### config.mk
export PLATFORM = sky130hd
export DESIGN_NAME = bus_write_sizer
export DESIGN_NICKNAME = d
export VERILOG_FILES = /design/src/rtl/bws_pkg.sv /design/src/rtl/write_lane_map.sv /design/src/rtl/bus_write_sizer.sv
export VERILOG_INCLUDE_DIRS = /design/src /design/src/rtl
export SDC_FILE = /design/constraint.sdc
export NUM_CORES = 1
export LEC_CHECK = 0
export BUFFER_PORTS_ARGS = -buffer_cell sky130_fd_sc_hd__buf_2
export CORE_UTILIZATION = 57
export CTS_CLUSTER_SIZE = 12
export DETAILED_ROUTE_END_ITERATION = 8
export GPL_TIMING_DRIVEN = 0
export PLACE_DENSITY = 0.93
export SKIP_CTS_REPAIR_TIMING = 1
export SYNTH_ARGS = -nofsm -noshare
export SYNTH_HDL_FRONTEND = slang
export SYNTH_SLANG_ARGS = --single-unit
### constraint.sdc
create_clock -name clock -period 5.4 [get_ports clock]
set_input_delay 0.81 -clock clock [delete_from_list [all_inputs] [get_ports clock]]
set_output_delay 0.81 -clock clock [all_outputs]
set_load 0.02 [all_outputs]
### src/rtl/bws_cfg.svh
// Purpose: Constants for the write sizing and bus hold block
// Assumes: Included by bare name from the design files
// Notes:   Definitions only
`ifndef BWS_CFG_SVH
`define BWS_CFG_SVH

// Byte lanes on the data bus
`define BWS_LANES        4
// Reset values of the bus-facing outputs
`define BWS_ACK_N_RST    1'b1
`define BWS_LANE_N_RST   4'hf
`define BWS_STROBE_N_RST 1'b1
// Lane masks for the low and high half-word
`define BWS_LOW_HALF     4'h3
`define BWS_HIGH_HALF    4'hc
// Most bus cycles per write sequence for each port width
`define BWS_MAX_CYC_32   3'h1
`define BWS_MAX_CYC_16   3'h2
`define BWS_MAX_CYC_8    3'h4

`endif

### src/rtl/bws_pkg.sv
// Purpose: Types and shared functions of the write sizing block
// Assumes: Nothing beyond the constants header
// Notes:   Constants live in bws_cfg.svh
package bws_pkg;

    // Width of the memory port addressed by a write
    typedef enum logic [1:0] {
        PORT_32,
        PORT_16,
        PORT_8
    } port_width_t;

    // Controller states
    typedef enum logic [1:0] {
        ST_IDLE,
        ST_RUN,
        ST_HOLD
    } bus_state_t;

    // Index of the lowest set lane in a mask
    function automatic logic [1:0] lowest_lane(input logic [3:0] mask);
        logic [1:0] idx;
        idx = 2'h3;
        if (mask[2]) begin
            idx = 2'h2;
        end
        if (mask[1]) begin
            idx = 2'h1;
        end
        if (mask[0]) begin
            idx = 2'h0;
        end
        return idx;
    endfunction

endpackage

### src/rtl/write_lane_map.sv
// Purpose: Maps remaining write lanes onto one bus cycle
// Assumes: At least one lane of rem is set when the result is used
// Notes:   Purely combinational; the caller registers the results
`timescale 1ns/10ps
`include "bws_cfg.svh"

module write_lane_map
    import bws_pkg::*;
(
    // Operand
    input  wire logic [31:0] dword_addr,
    input  wire logic [3:0]  rem,
    input  wire logic [31:0] wdata,
    // Cycle presented to the bus
    output logic      [31:0] cyc_addr,
    output logic      [3:0]  cyc_lane_n,
    output logic      [31:0] cyc_data
);

    logic [1:0] low_idx;    // First lane still to be written
    logic [7:0] low_byte;   // Byte found on that lane

    ////////////////////////////////////////////////////////////////////////
    // Address, selects and lane copies
    always_comb begin
        low_idx  = lowest_lane(rem);
        low_byte = wdata[8*low_idx +: 8];
        // Address points at the first byte still owed
        cyc_addr = {dword_addr[31:2], low_idx};
        // Only the lanes still owed are selected
        cyc_lane_n = ~rem;
        // Upper lanes pass unchanged, others may carry anything
        cyc_data[31:16] = wdata[31:16];
        // Lane 3 is copied onto lane 1 when the first owed lane is 2 or 3
        cyc_data[15:8] = low_idx[1] ? wdata[31:24] : wdata[15:8];
        // Lowest owed byte always lands on lane 0
        cyc_data[7:0]  = low_byte;
    end

endmodule

### src/rtl/bus_write_sizer.sv
// Purpose: Turns write operands into sized bus cycles and hands the bus
//          to an outside master on request
// Assumes: One clock equals one bus state; the hold request is sampled
//          once per state at this clock, inputs are synchronous
// Notes:   All bus outputs share one output enable

`timescale 1ns/10ps
`include "bws_cfg.svh"

// Overview of operation
// - 16-bit port: at most two write cycles
// - 8-bit port: at most four write cycles
// - Offset 5 pair: lanes 1,2, lane1 copied down
// - Then address 6, lane 2 only, on lane 0
// - Byte at 7: lane 3 copied to 0,1
// - Unused data lanes may hold anything
// - Give bus up when outside master requests
// - Float bus outputs no later than acknowledge
// - Drop acknowledge once the request is released
// - Sample hold request once per bus state
// - Idle bus: grant at once
// - Mid sequence: grant after sequence and retries
// - No grant between cycles of one sequence
// - Present address, select only written lanes
// - Copy upper lanes down for narrow ports
// - 32-bit port: one cycle
module bus_write_sizer
    import bws_pkg::*;
(
    // Clock and reset
    input  wire logic        clock,
    input  wire logic        rst,
    // Write request
    input  wire logic        req_valid,
    input  wire logic [31:0] req_addr,
    input  wire logic [2:0]  req_bytes,
    input  wire logic [31:0] req_data,
    input  wire port_width_t req_port,
    output logic             req_ready,
    output logic             req_done,
    // Bus cycle
    output logic [31:0]      bus_addr,
    output logic [31:0]      bus_data,
    output logic [3:0]       byte_lane_select_n,
    output logic             cycle_strobe_n,
    output logic             bus_oe,
    input  wire logic        bus_rdy,
    input  wire logic        bus_retry,
    // Bus hand-over
    input  wire logic        hold_req_n,
    output logic             bus_grant_ack_n
);

    ////////////////////////////////////////////////////////////////////////
    // State
    bus_state_t  state_r, state_nxt;        // Controller state
    logic [3:0]  rem_r, rem_nxt;            // Lanes still owed
    logic [31:0] base_r, base_nxt;          // Operand address
    logic [31:0] wdata_r, wdata_nxt;        // Operand data as given
    port_width_t port_r, port_nxt;          // Port width of the sequence
    logic [2:0]  ncyc_r, ncyc_nxt;          // Cycles started in the sequence
    logic [31:0] addr_r, addr_nxt;          // Registered bus address
    logic [31:0] data_r, data_nxt;          // Registered bus data
    logic [3:0]  lane_n_r, lane_n_nxt;      // Registered lane selects
    logic        strobe_n_r, strobe_n_nxt;  // Cycle in progress, low
    logic        oe_r, oe_nxt;              // Bus outputs driven
    logic        ack_n_r, ack_n_nxt;        // Grant acknowledge
    logic        ready_r, ready_nxt;        // Request may be taken
    logic        done_r, done_nxt;          // Sequence finished pulse

    logic [3:0]  req_mask;                  // Lanes of a new request
    logic [3:0]  left;                      // Lanes owed after this cycle
    logic [3:0]  map_rem;                   // Lanes for the next cycle
    logic [31:0] map_base;                  // Address for the next cycle
    logic [31:0] map_wdata;                 // Data for the next cycle
    logic [31:0] map_addr;                  // Mapped address
    logic [31:0] map_data;                  // Mapped data
    logic [3:0]  map_lane_n;                // Mapped selects
    logic        take;                      // New request accepted
    logic        hold_seen;                 // Hold request sampled low

    ////////////////////////////////////////////////////////////////////////
    // Cycle mapping shared by first and later cycles
    write_lane_map u_map (
        .dword_addr (map_base),
        .rem        (map_rem),
        .wdata      (map_wdata),
        .cyc_addr   (map_addr),
        .cyc_lane_n (map_lane_n),
        .cyc_data   (map_data)
    );

    ////////////////////////////////////////////////////////////////////////
    // Lanes left after a completed cycle
    always_comb begin
        // Request mask, cut to the addressed double-word
        case (req_bytes)
            3'h1:    req_mask = 4'h1 << req_addr[1:0];
            3'h2:    req_mask = 4'h3 << req_addr[1:0];
            3'h3:    req_mask = 4'h7 << req_addr[1:0];
            3'h4:    req_mask = 4'hf;
            default: req_mask = 4'h0;
        endcase
        case (port_r)
            PORT_32: left = 4'h0;
            // Low half done, high half may remain
            PORT_16: left = (|(rem_r & `BWS_LOW_HALF)) ?
                            (rem_r & `BWS_HIGH_HALF) : 4'h0;
            // Lowest owed byte done
            PORT_8:  left = rem_r & ~(4'h1 << lowest_lane(rem_r));
            default: left = 4'h0;
        endcase
        hold_seen = !hold_req_n;
        take      = (state_r == ST_IDLE) && req_valid && ready_r && !hold_seen
                    && (req_mask != 4'h0);
        map_rem   = take ? req_mask : left;
        map_base  = take ? req_addr : base_r;
        map_wdata = take ? req_data : wdata_r;
    end

    ////////////////////////////////////////////////////////////////////////
    // Next state of the controller and of the bus outputs
    always_comb begin
        state_nxt    = state_r;
        rem_nxt      = rem_r;
        base_nxt     = base_r;
        wdata_nxt    = wdata_r;
        port_nxt     = port_r;
        ncyc_nxt     = ncyc_r;
        addr_nxt     = addr_r;
        data_nxt     = data_r;
        lane_n_nxt   = lane_n_r;
        strobe_n_nxt = strobe_n_r;
        oe_nxt       = oe_r;
        ack_n_nxt    = ack_n_r;
        ready_nxt    = ready_r;
        done_nxt     = 1'b0;
        case (state_r)
            ST_IDLE: begin
                if (hold_seen) begin
                    // Idle bus is handed over at once, floated with the ack
                    state_nxt = ST_HOLD;
                    oe_nxt    = 1'b0;
                    ack_n_nxt = 1'b0;
                    ready_nxt = 1'b0;
                end else if (take) begin
                    // First cycle carries every owed lane
                    state_nxt    = ST_RUN;
                    rem_nxt      = req_mask;
                    base_nxt     = req_addr;
                    wdata_nxt    = req_data;
                    port_nxt     = req_port;
                    ncyc_nxt     = 3'h1;
                    addr_nxt     = map_addr;
                    data_nxt     = map_data;
                    lane_n_nxt   = map_lane_n;
                    strobe_n_nxt = 1'b0;
                    oe_nxt       = 1'b1;
                    ready_nxt    = 1'b0;
                end else begin
                    // Drive an idle bus between sequences
                    oe_nxt    = 1'b1;
                    ready_nxt = 1'b1;
                end
            end
            ST_RUN: begin
                // Hold requests wait here until the sequence ends
                if (bus_rdy && !bus_retry) begin
                    if (left == 4'h0) begin
                        state_nxt    = ST_IDLE;
                        rem_nxt      = 4'h0;
                        lane_n_nxt   = `BWS_LANE_N_RST;
                        strobe_n_nxt = `BWS_STROBE_N_RST;
                        done_nxt     = 1'b1;
                        ready_nxt    = hold_req_n;
                    end else begin
                        // Next cycle of the same sequence
                        rem_nxt    = left;
                        ncyc_nxt   = ncyc_r + 3'h1;
                        addr_nxt   = map_addr;
                        data_nxt   = map_data;
                        lane_n_nxt = map_lane_n;
                    end
                end
            end
            ST_HOLD: begin
                if (!hold_seen) begin
                    // Master let go: take the bus back
                    state_nxt = ST_IDLE;
                    ack_n_nxt = 1'b1;
                    oe_nxt    = 1'b1;
                end
            end
            default: begin
                state_nxt = ST_IDLE;
            end
        endcase
    end

    ////////////////////////////////////////////////////////////////////////
    // Registers
    always_ff @(posedge clock) begin
        if (rst) begin
            state_r    <= ST_IDLE;
            rem_r      <= 4'h0;
            base_r     <= 32'h0000_0000;
            wdata_r    <= 32'h0000_0000;
            port_r     <= PORT_32;
            ncyc_r     <= 3'h0;
            addr_r     <= 32'h0000_0000;
            data_r     <= 32'h0000_0000;
            lane_n_r   <= `BWS_LANE_N_RST;
            strobe_n_r <= `BWS_STROBE_N_RST;
            oe_r       <= 1'b0;
            ack_n_r    <= `BWS_ACK_N_RST;
            ready_r    <= 1'b0;
            done_r     <= 1'b0;
        end else begin
            state_r    <= state_nxt;
            rem_r      <= rem_nxt;
            base_r     <= base_nxt;
            wdata_r    <= wdata_nxt;
            port_r     <= port_nxt;
            ncyc_r     <= ncyc_nxt;
            addr_r     <= addr_nxt;
            data_r     <= data_nxt;
            lane_n_r   <= lane_n_nxt;
            strobe_n_r <= strobe_n_nxt;
            oe_r       <= oe_nxt;
            ack_n_r    <= ack_n_nxt;
            ready_r    <= ready_nxt;
            done_r     <= done_nxt;
        end
    end

    // Outputs straight from flip-flops
    assign req_ready          = ready_r;
    assign req_done           = done_r;
    assign bus_addr           = addr_r;
    assign bus_data           = data_r;
    assign byte_lane_select_n = lane_n_r;
    assign cycle_strobe_n     = strobe_n_r;
    assign bus_oe             = oe_r;
    assign bus_grant_ack_n    = ack_n_r;
endmodule

Word-level counts from Yosys, hierarchy flattened
Index checks and enable logic that the tools add are counted.

Bits in registers: 145. Input bits: 75. Word-level logic and storage cells: 118.

Equality and inequality tests: 16. Shift operators: 5. Muxes and demuxes: 56. Bitwise operators: 5. Reduce and logical (&&, ||, !) cells: 22.

Operators with widths (number): $mux W32 (10); $pmux W32 S2 (2); $mux W4 (10); $shiftx A32 B6 Y8 (1); $pmux W4 S2 (3); $mux W2 (10); $pmux W4 S4 (1); $mux W1 (14); $ne A2 B2 Y1 const B (7); $reduce_and A5 Y1 (2); $reduce_and A3 Y1 (3); $mux W8 (1); $not A4 Y4 (2); $pmux W1 S2 (4); $reduce_and A4 Y1 (2); $shl A1 B2 Y4 const A (2); $eq A3 B2 Y1 const B (2); $pmux W2 S3 (1); $logic_and A1 B1 Y1 (5); $and A4 B4 Y4 (1); $eq A2 B1 Y1 const B (2); $eq A2 B2 Y1 const B (2); $logic_not A4 Y1 (1); $reduce_and A2 Y1 (2); 12 further kinds (14).

Longest topological paths before layout
Word-level depth: 16. Depth in mapped cells: 10. Depth with buffers taken out: 8.

By module
A second synthesis with hierarchy kept.

Cell total of the unflattened synthesis: 718. Area total of the unflattened synthesis: 6809.0 µm².

By module, submodules not included: bus_write_sizer (times used 1, cells an instance 621, area each 6022.0 µm², seq. area each 2902.8 µm²); write_lane_map (times used 1, cells an instance 97, area each 787.0 µm², seq. area each 0.0 µm²).

Worst setup path before layout
Ideal clock, no wire load.

Path kind: input-to-reg. Start: input req_bytes[2]. End: register data_r[21] (netlist: bus_data[21]). Library setup time: 146 ps. Arrival time: 2202 ps. Data required time: 5254 ps. Slack: 3052 ps. Stages: 8. Path buffers: 4. Cells stage by stage: buf_6 or3_1 nand4_1 buf_4 buf_6 buf_4 mux2i_1 a211oi_2.

Word-level cells in the longest chain between the ends: 8. Elaborated cells between the ends (all ways): 15. Those cells by class: eq/ne (5); mux (7); reduce/logical (3).

Ends and longest elaborated chain: start, declared (RTL line bus_write_sizer.sv:36) `input wire logic [2:0] req_bytes,`; $eq A3 B3 Y1, or another cell as far along (RTL line bus_write_sizer.sv:97) `case (req_bytes)`; $pmux W4 S4 * (RTL line bus_write_sizer.sv:97); $reduce_bool A4 Y1 * (RTL line bus_write_sizer.sv:115) `&& (req_mask != 4'h0);`; $logic_and A1 B1 Y1 * (RTL line bus_write_sizer.sv:115); $mux W32; $mux W32, on equally long branches (RTL line bus_write_sizer.sv:169, bus_write_sizer.sv:146); $mux W32, on equally long branches (RTL line bus_write_sizer.sv:168, bus_write_sizer.sv:140); $pmux W32 S2 (RTL line bus_write_sizer.sv:138) `case (state_r)`; end signal, assigned (RTL line bus_write_sizer.sv:226) `data_r <= data_nxt;`; end, declared (RTL line bus_write_sizer.sv:63) `logic [31:0] data_r, data_nxt;`.

Mark *: on every way between the ends. The rest lies on a longest branch, timed or not. The select of a mux whose other input is x is not followed. A chain may end at the register's enable or synchronous reset.

Final worst setup path
Start: register port_r[0]. End: register data_r[7] (netlist: bus_data[7]).

Word-level cells in the longest chain between the ends: 10. Elaborated cells between the ends (all ways): 16. Those cells by class: eq/ne (3); shift (1); mux (10); reduce/logical (2).

Ends and longest elaborated chain: start, declared (RTL line bus_write_sizer.sv:60) `port_width_t port_r, port_nxt;`; start signal, assigned (RTL line bus_write_sizer.sv:223) `port_r <= port_nxt;`; $eq A2 B2 Y1 or $eq A2 B1 Y1 (tied branches) (RTL line bus_write_sizer.sv:104) `case (port_r)`; $pmux W4 S2 * (RTL line bus_write_sizer.sv:104); $mux W4 (RTL line bus_write_sizer.sv:116) `map_rem = take ? req_mask : left;`; $mux W1 (RTL line bws_pkg.sv:24) `if (mask[2]) begin`; $mux W2 (RTL line bws_pkg.sv:27) `if (mask[1]) begin`; $mux W2 (RTL line bws_pkg.sv:30) `if (mask[0]) begin`; $shiftx A32 B6 Y8 (RTL line write_lane_map.sv:27) `low_byte = wdata[8*low_idx +: 8];`; $mux W32, on equally long branches (RTL line bus_write_sizer.sv:169, bus_write_sizer.sv:146); $mux W32, on equally long branches (RTL line bus_write_sizer.sv:168, bus_write_sizer.sv:140); $pmux W32 S2 (RTL line bus_write_sizer.sv:138).

Marks and branches as above.

==> reports/summary.txt <==
Critical path arrival - 3.00 ns
Post-synth EDFFs - 0
Post-route setup slack - 2.77 ns
Width of the chip - 106 um
Final nets - 875
Clock Sinks - 143
Outcome - finished, final reports clean
Most frequent cell after synthesis - dfxtp_1
CP peak stage delay - 0.39 ns
I/O Buffers - 144
Synth area leaders - dfxtp_1 47%, mux2i_1 12%, a211oi_2 11%, nor2_1 6.6%, nand2_1 4.4%
Syn Inst Count - 635
Post-synth top flop - dfxtp_1
Worst-path cell chain - inv_1, ha_1, nand3_1, buf_2, a32oi_1, a31oi_1, buf_2, mux2i_1, a211oi_2
Die area - 0.0111 mm^2
H-tree depth - 4
Pin count of the biggest net entering global routing - 17
Vias - 5347
Final Hold Fails - 0
Overflow after GRT - 0
Pre-CTS WS - 2.60 ns
Via density - 5.65
Kind of critical path - reg2reg
Fin. max-slew vios - 0
Layout cell share with drive strength beyond 1 - 0.332
Worst endpoint required time - 5.77 ns
Synth top area share - 0.469
Setup_tns - 0 ns
Total Routing Usage GR - 0.293
Max-slew headroom - 0.502
First-pass GRT wire length - 25.6 mm
Type of origin of the critical path - register
CP max stage cell - nand3_1
Post-synth ARST share - 0
Starting density of the core - 0.589
Max Fclk - 380 MHz
Hold Crit Class - reg2reg
Syn_nets - 712
Leakage Power - 3.44 nW
Slew @ Worst Pin - 0.747 ns
Yosys warns - 0
Post-layout minimum cycle time - 2.63 ns
Clock Tree Buf Depth - 2
Io pins - 148
Post-DP HPWL - 11.4 mm
CP delay by family, top - buffers and inverters
CTS Root Buffer Type - clkbuf_8
Fill count - 759
CTS clk-pin slew, worst paths - 0.07 ns
DR pass1 iterations - 4
Final wirelength - 15.9 mm
Area Overhead vs Synth - 24.8%
Top post-synthesis cells by count - 143 x dfxtp_1, 108 x nor2_1, 72 x nand2_1, 71 x mux2i_1, 55 x a211oi_2
CTS tree - built
RSZ-0062 raised after global routing - false
# rows - 37
Buf+Inv Stages, Crit Path - 3
Initial antenna violation count - 0
PwrDens - 326 mW/mm^2
Max Cap Viol - 0
Die Span Y - 106 um
Final setup viols - 0
Final ANT Viol Nets - 0
DRT iter0 DRCs - 359
VDD IR-drop max - 0.209 mV
Synth Cell Area - 0.00611 mm^2
Placer Congestion - 0.853
Max Clock Skew - 0.0145 ns
Post-Syn Area per Cell - 9.62 um^2
Cell taking the most area after synthesis - dfxtp_1
WL/cell - 16.8 um
Antenna cells - 0
Crit path max fanout - 10
Worst-Skew Late Latency - 0.52 ns
Seq/Total Area, Yosys - 0.469
Vias in the first global route - 5392
# DRC - 0
Core box area - 0.0104 mm^2
Share of the cycle needed by the critical path after routing - 0.487
Cell variety after synth - 44
Worst setup EP type - register
Seq cells post-synth - 143
Top cell by count, worst path - buf_2
Total CTS buffers - 17
[per-layer routing]
metal,share of wire,up-vias,GRT usage
met5,0,-,0
met4,0.026,0,0.116
met3,0.094,53,0.0860
met2,0.49,275,0.509
met1,0.39,2495,0.338
li1,-,2524,-
[report_power, final]
part | switching [mW] | internal, mW
logic | 0.106 | 0.0677
registers | 0.00924 | 1.07
clock network | 0.473 | 0.761
[per-stage QoR]
step,util,std cells,hold slack [ns],power [mW],instance area (um^2)
final,0.735,947,0.453,2.49,7620
after global routing,0.735,947,0.471,2.56,7620
after CTS,0.735,947,0.453,2.50,7620
after detailed placement,0.675,915,0.444,1.27,7000
after global placement,0.675,915,0.439,1.27,7000
after floorplan,-,635,0.432,1.21,6110
[flip-flops by register name, indices dropped and copies added, names as in the netlist]
signal,count
bus_addr,32
bus_grant_ack_n,1
state_r,2
req_done,1
port_r,2
base_r,30
byte_lane_select_n,4
rem_r,4
req_ready,1
wdata_r,32
bus_oe,1
cycle_strobe_n,1
bus_data,32
[final timing paths]
path                                 from                        to  slack (ns)  depth (start not counted)
setup / recovery   port_r[0]$_SDFFE_PP0P_  bus_data[7]$_SDFFE_PP0P_        2.77                          9
hold / removal    wdata_r[9]$_SDFFE_PP0P_   wdata_r[9]$_SDFFE_PP0P_        0.45                          2
setup reg to reg   port_r[0]$_SDFFE_PP0P_  bus_data[7]$_SDFFE_PP0P_        2.77                          9
hold reg to reg   wdata_r[9]$_SDFFE_PP0P_   wdata_r[9]$_SDFFE_PP0P_        0.45                          2
[worst min-delay path: cells and delay by family (launching register included)]
kind	cells	cell delay [ns]
compound gates	1	0.05
flops	1	0.31
simple gates	1	0.05
[cell families after synthesis]
family | after synthesis | share of synthesized area
DFF | 143 | 0.469
muxes | 88 | 0.149
adders and majority gates | 2 | 0.00410
buffers and inverters | 58 | 0.0506
AOI/OAI and AO/OA | 140 | 0.192
and+or+nand+nor | 204 | 0.135
[cell type report]
class                           count  area, um^2  share of cell area
Clock inverter                     14         206              0.0271
Clock buffer                       18         418              0.0548
Timing Repair Buffer              144         721              0.0945
Sequential cell                   143        2860               0.375
Buffer                             50         279              0.0366
Tap cell                          136         170              0.0223
Inverter                            8        30.0             0.00394
Multi-Input combinational cell    434        2940               0.385
[placed cells by master, fill, tap and decap left out, types with 2 or more instances in the layout]
cell,count
nand2b_1,6
bufinv_16,4
o311ai_0,2
nor2_1,108
inv_6,4
clkbuf_16,16
inv_1,8
mux2_1,8
a211oi_2,55
buf_2,154
clkinv_4,2
dfxtp_1,143
clkinvlp_4,3
buf_4,15
o21ai_1,11
and3_1,2
clkbuf_1,22
and2_1,3
a21oi_1,37
o21a_1,5
o21bai_1,2
buf_6,3
ha_1,2
mux2i_1,71
mux2_2,8
a211oi_1,2
o21ai_0,16
o22ai_1,2
nor3_1,4
nand2_1,72
Note: power is estimated with default switching activity, not from simulation.
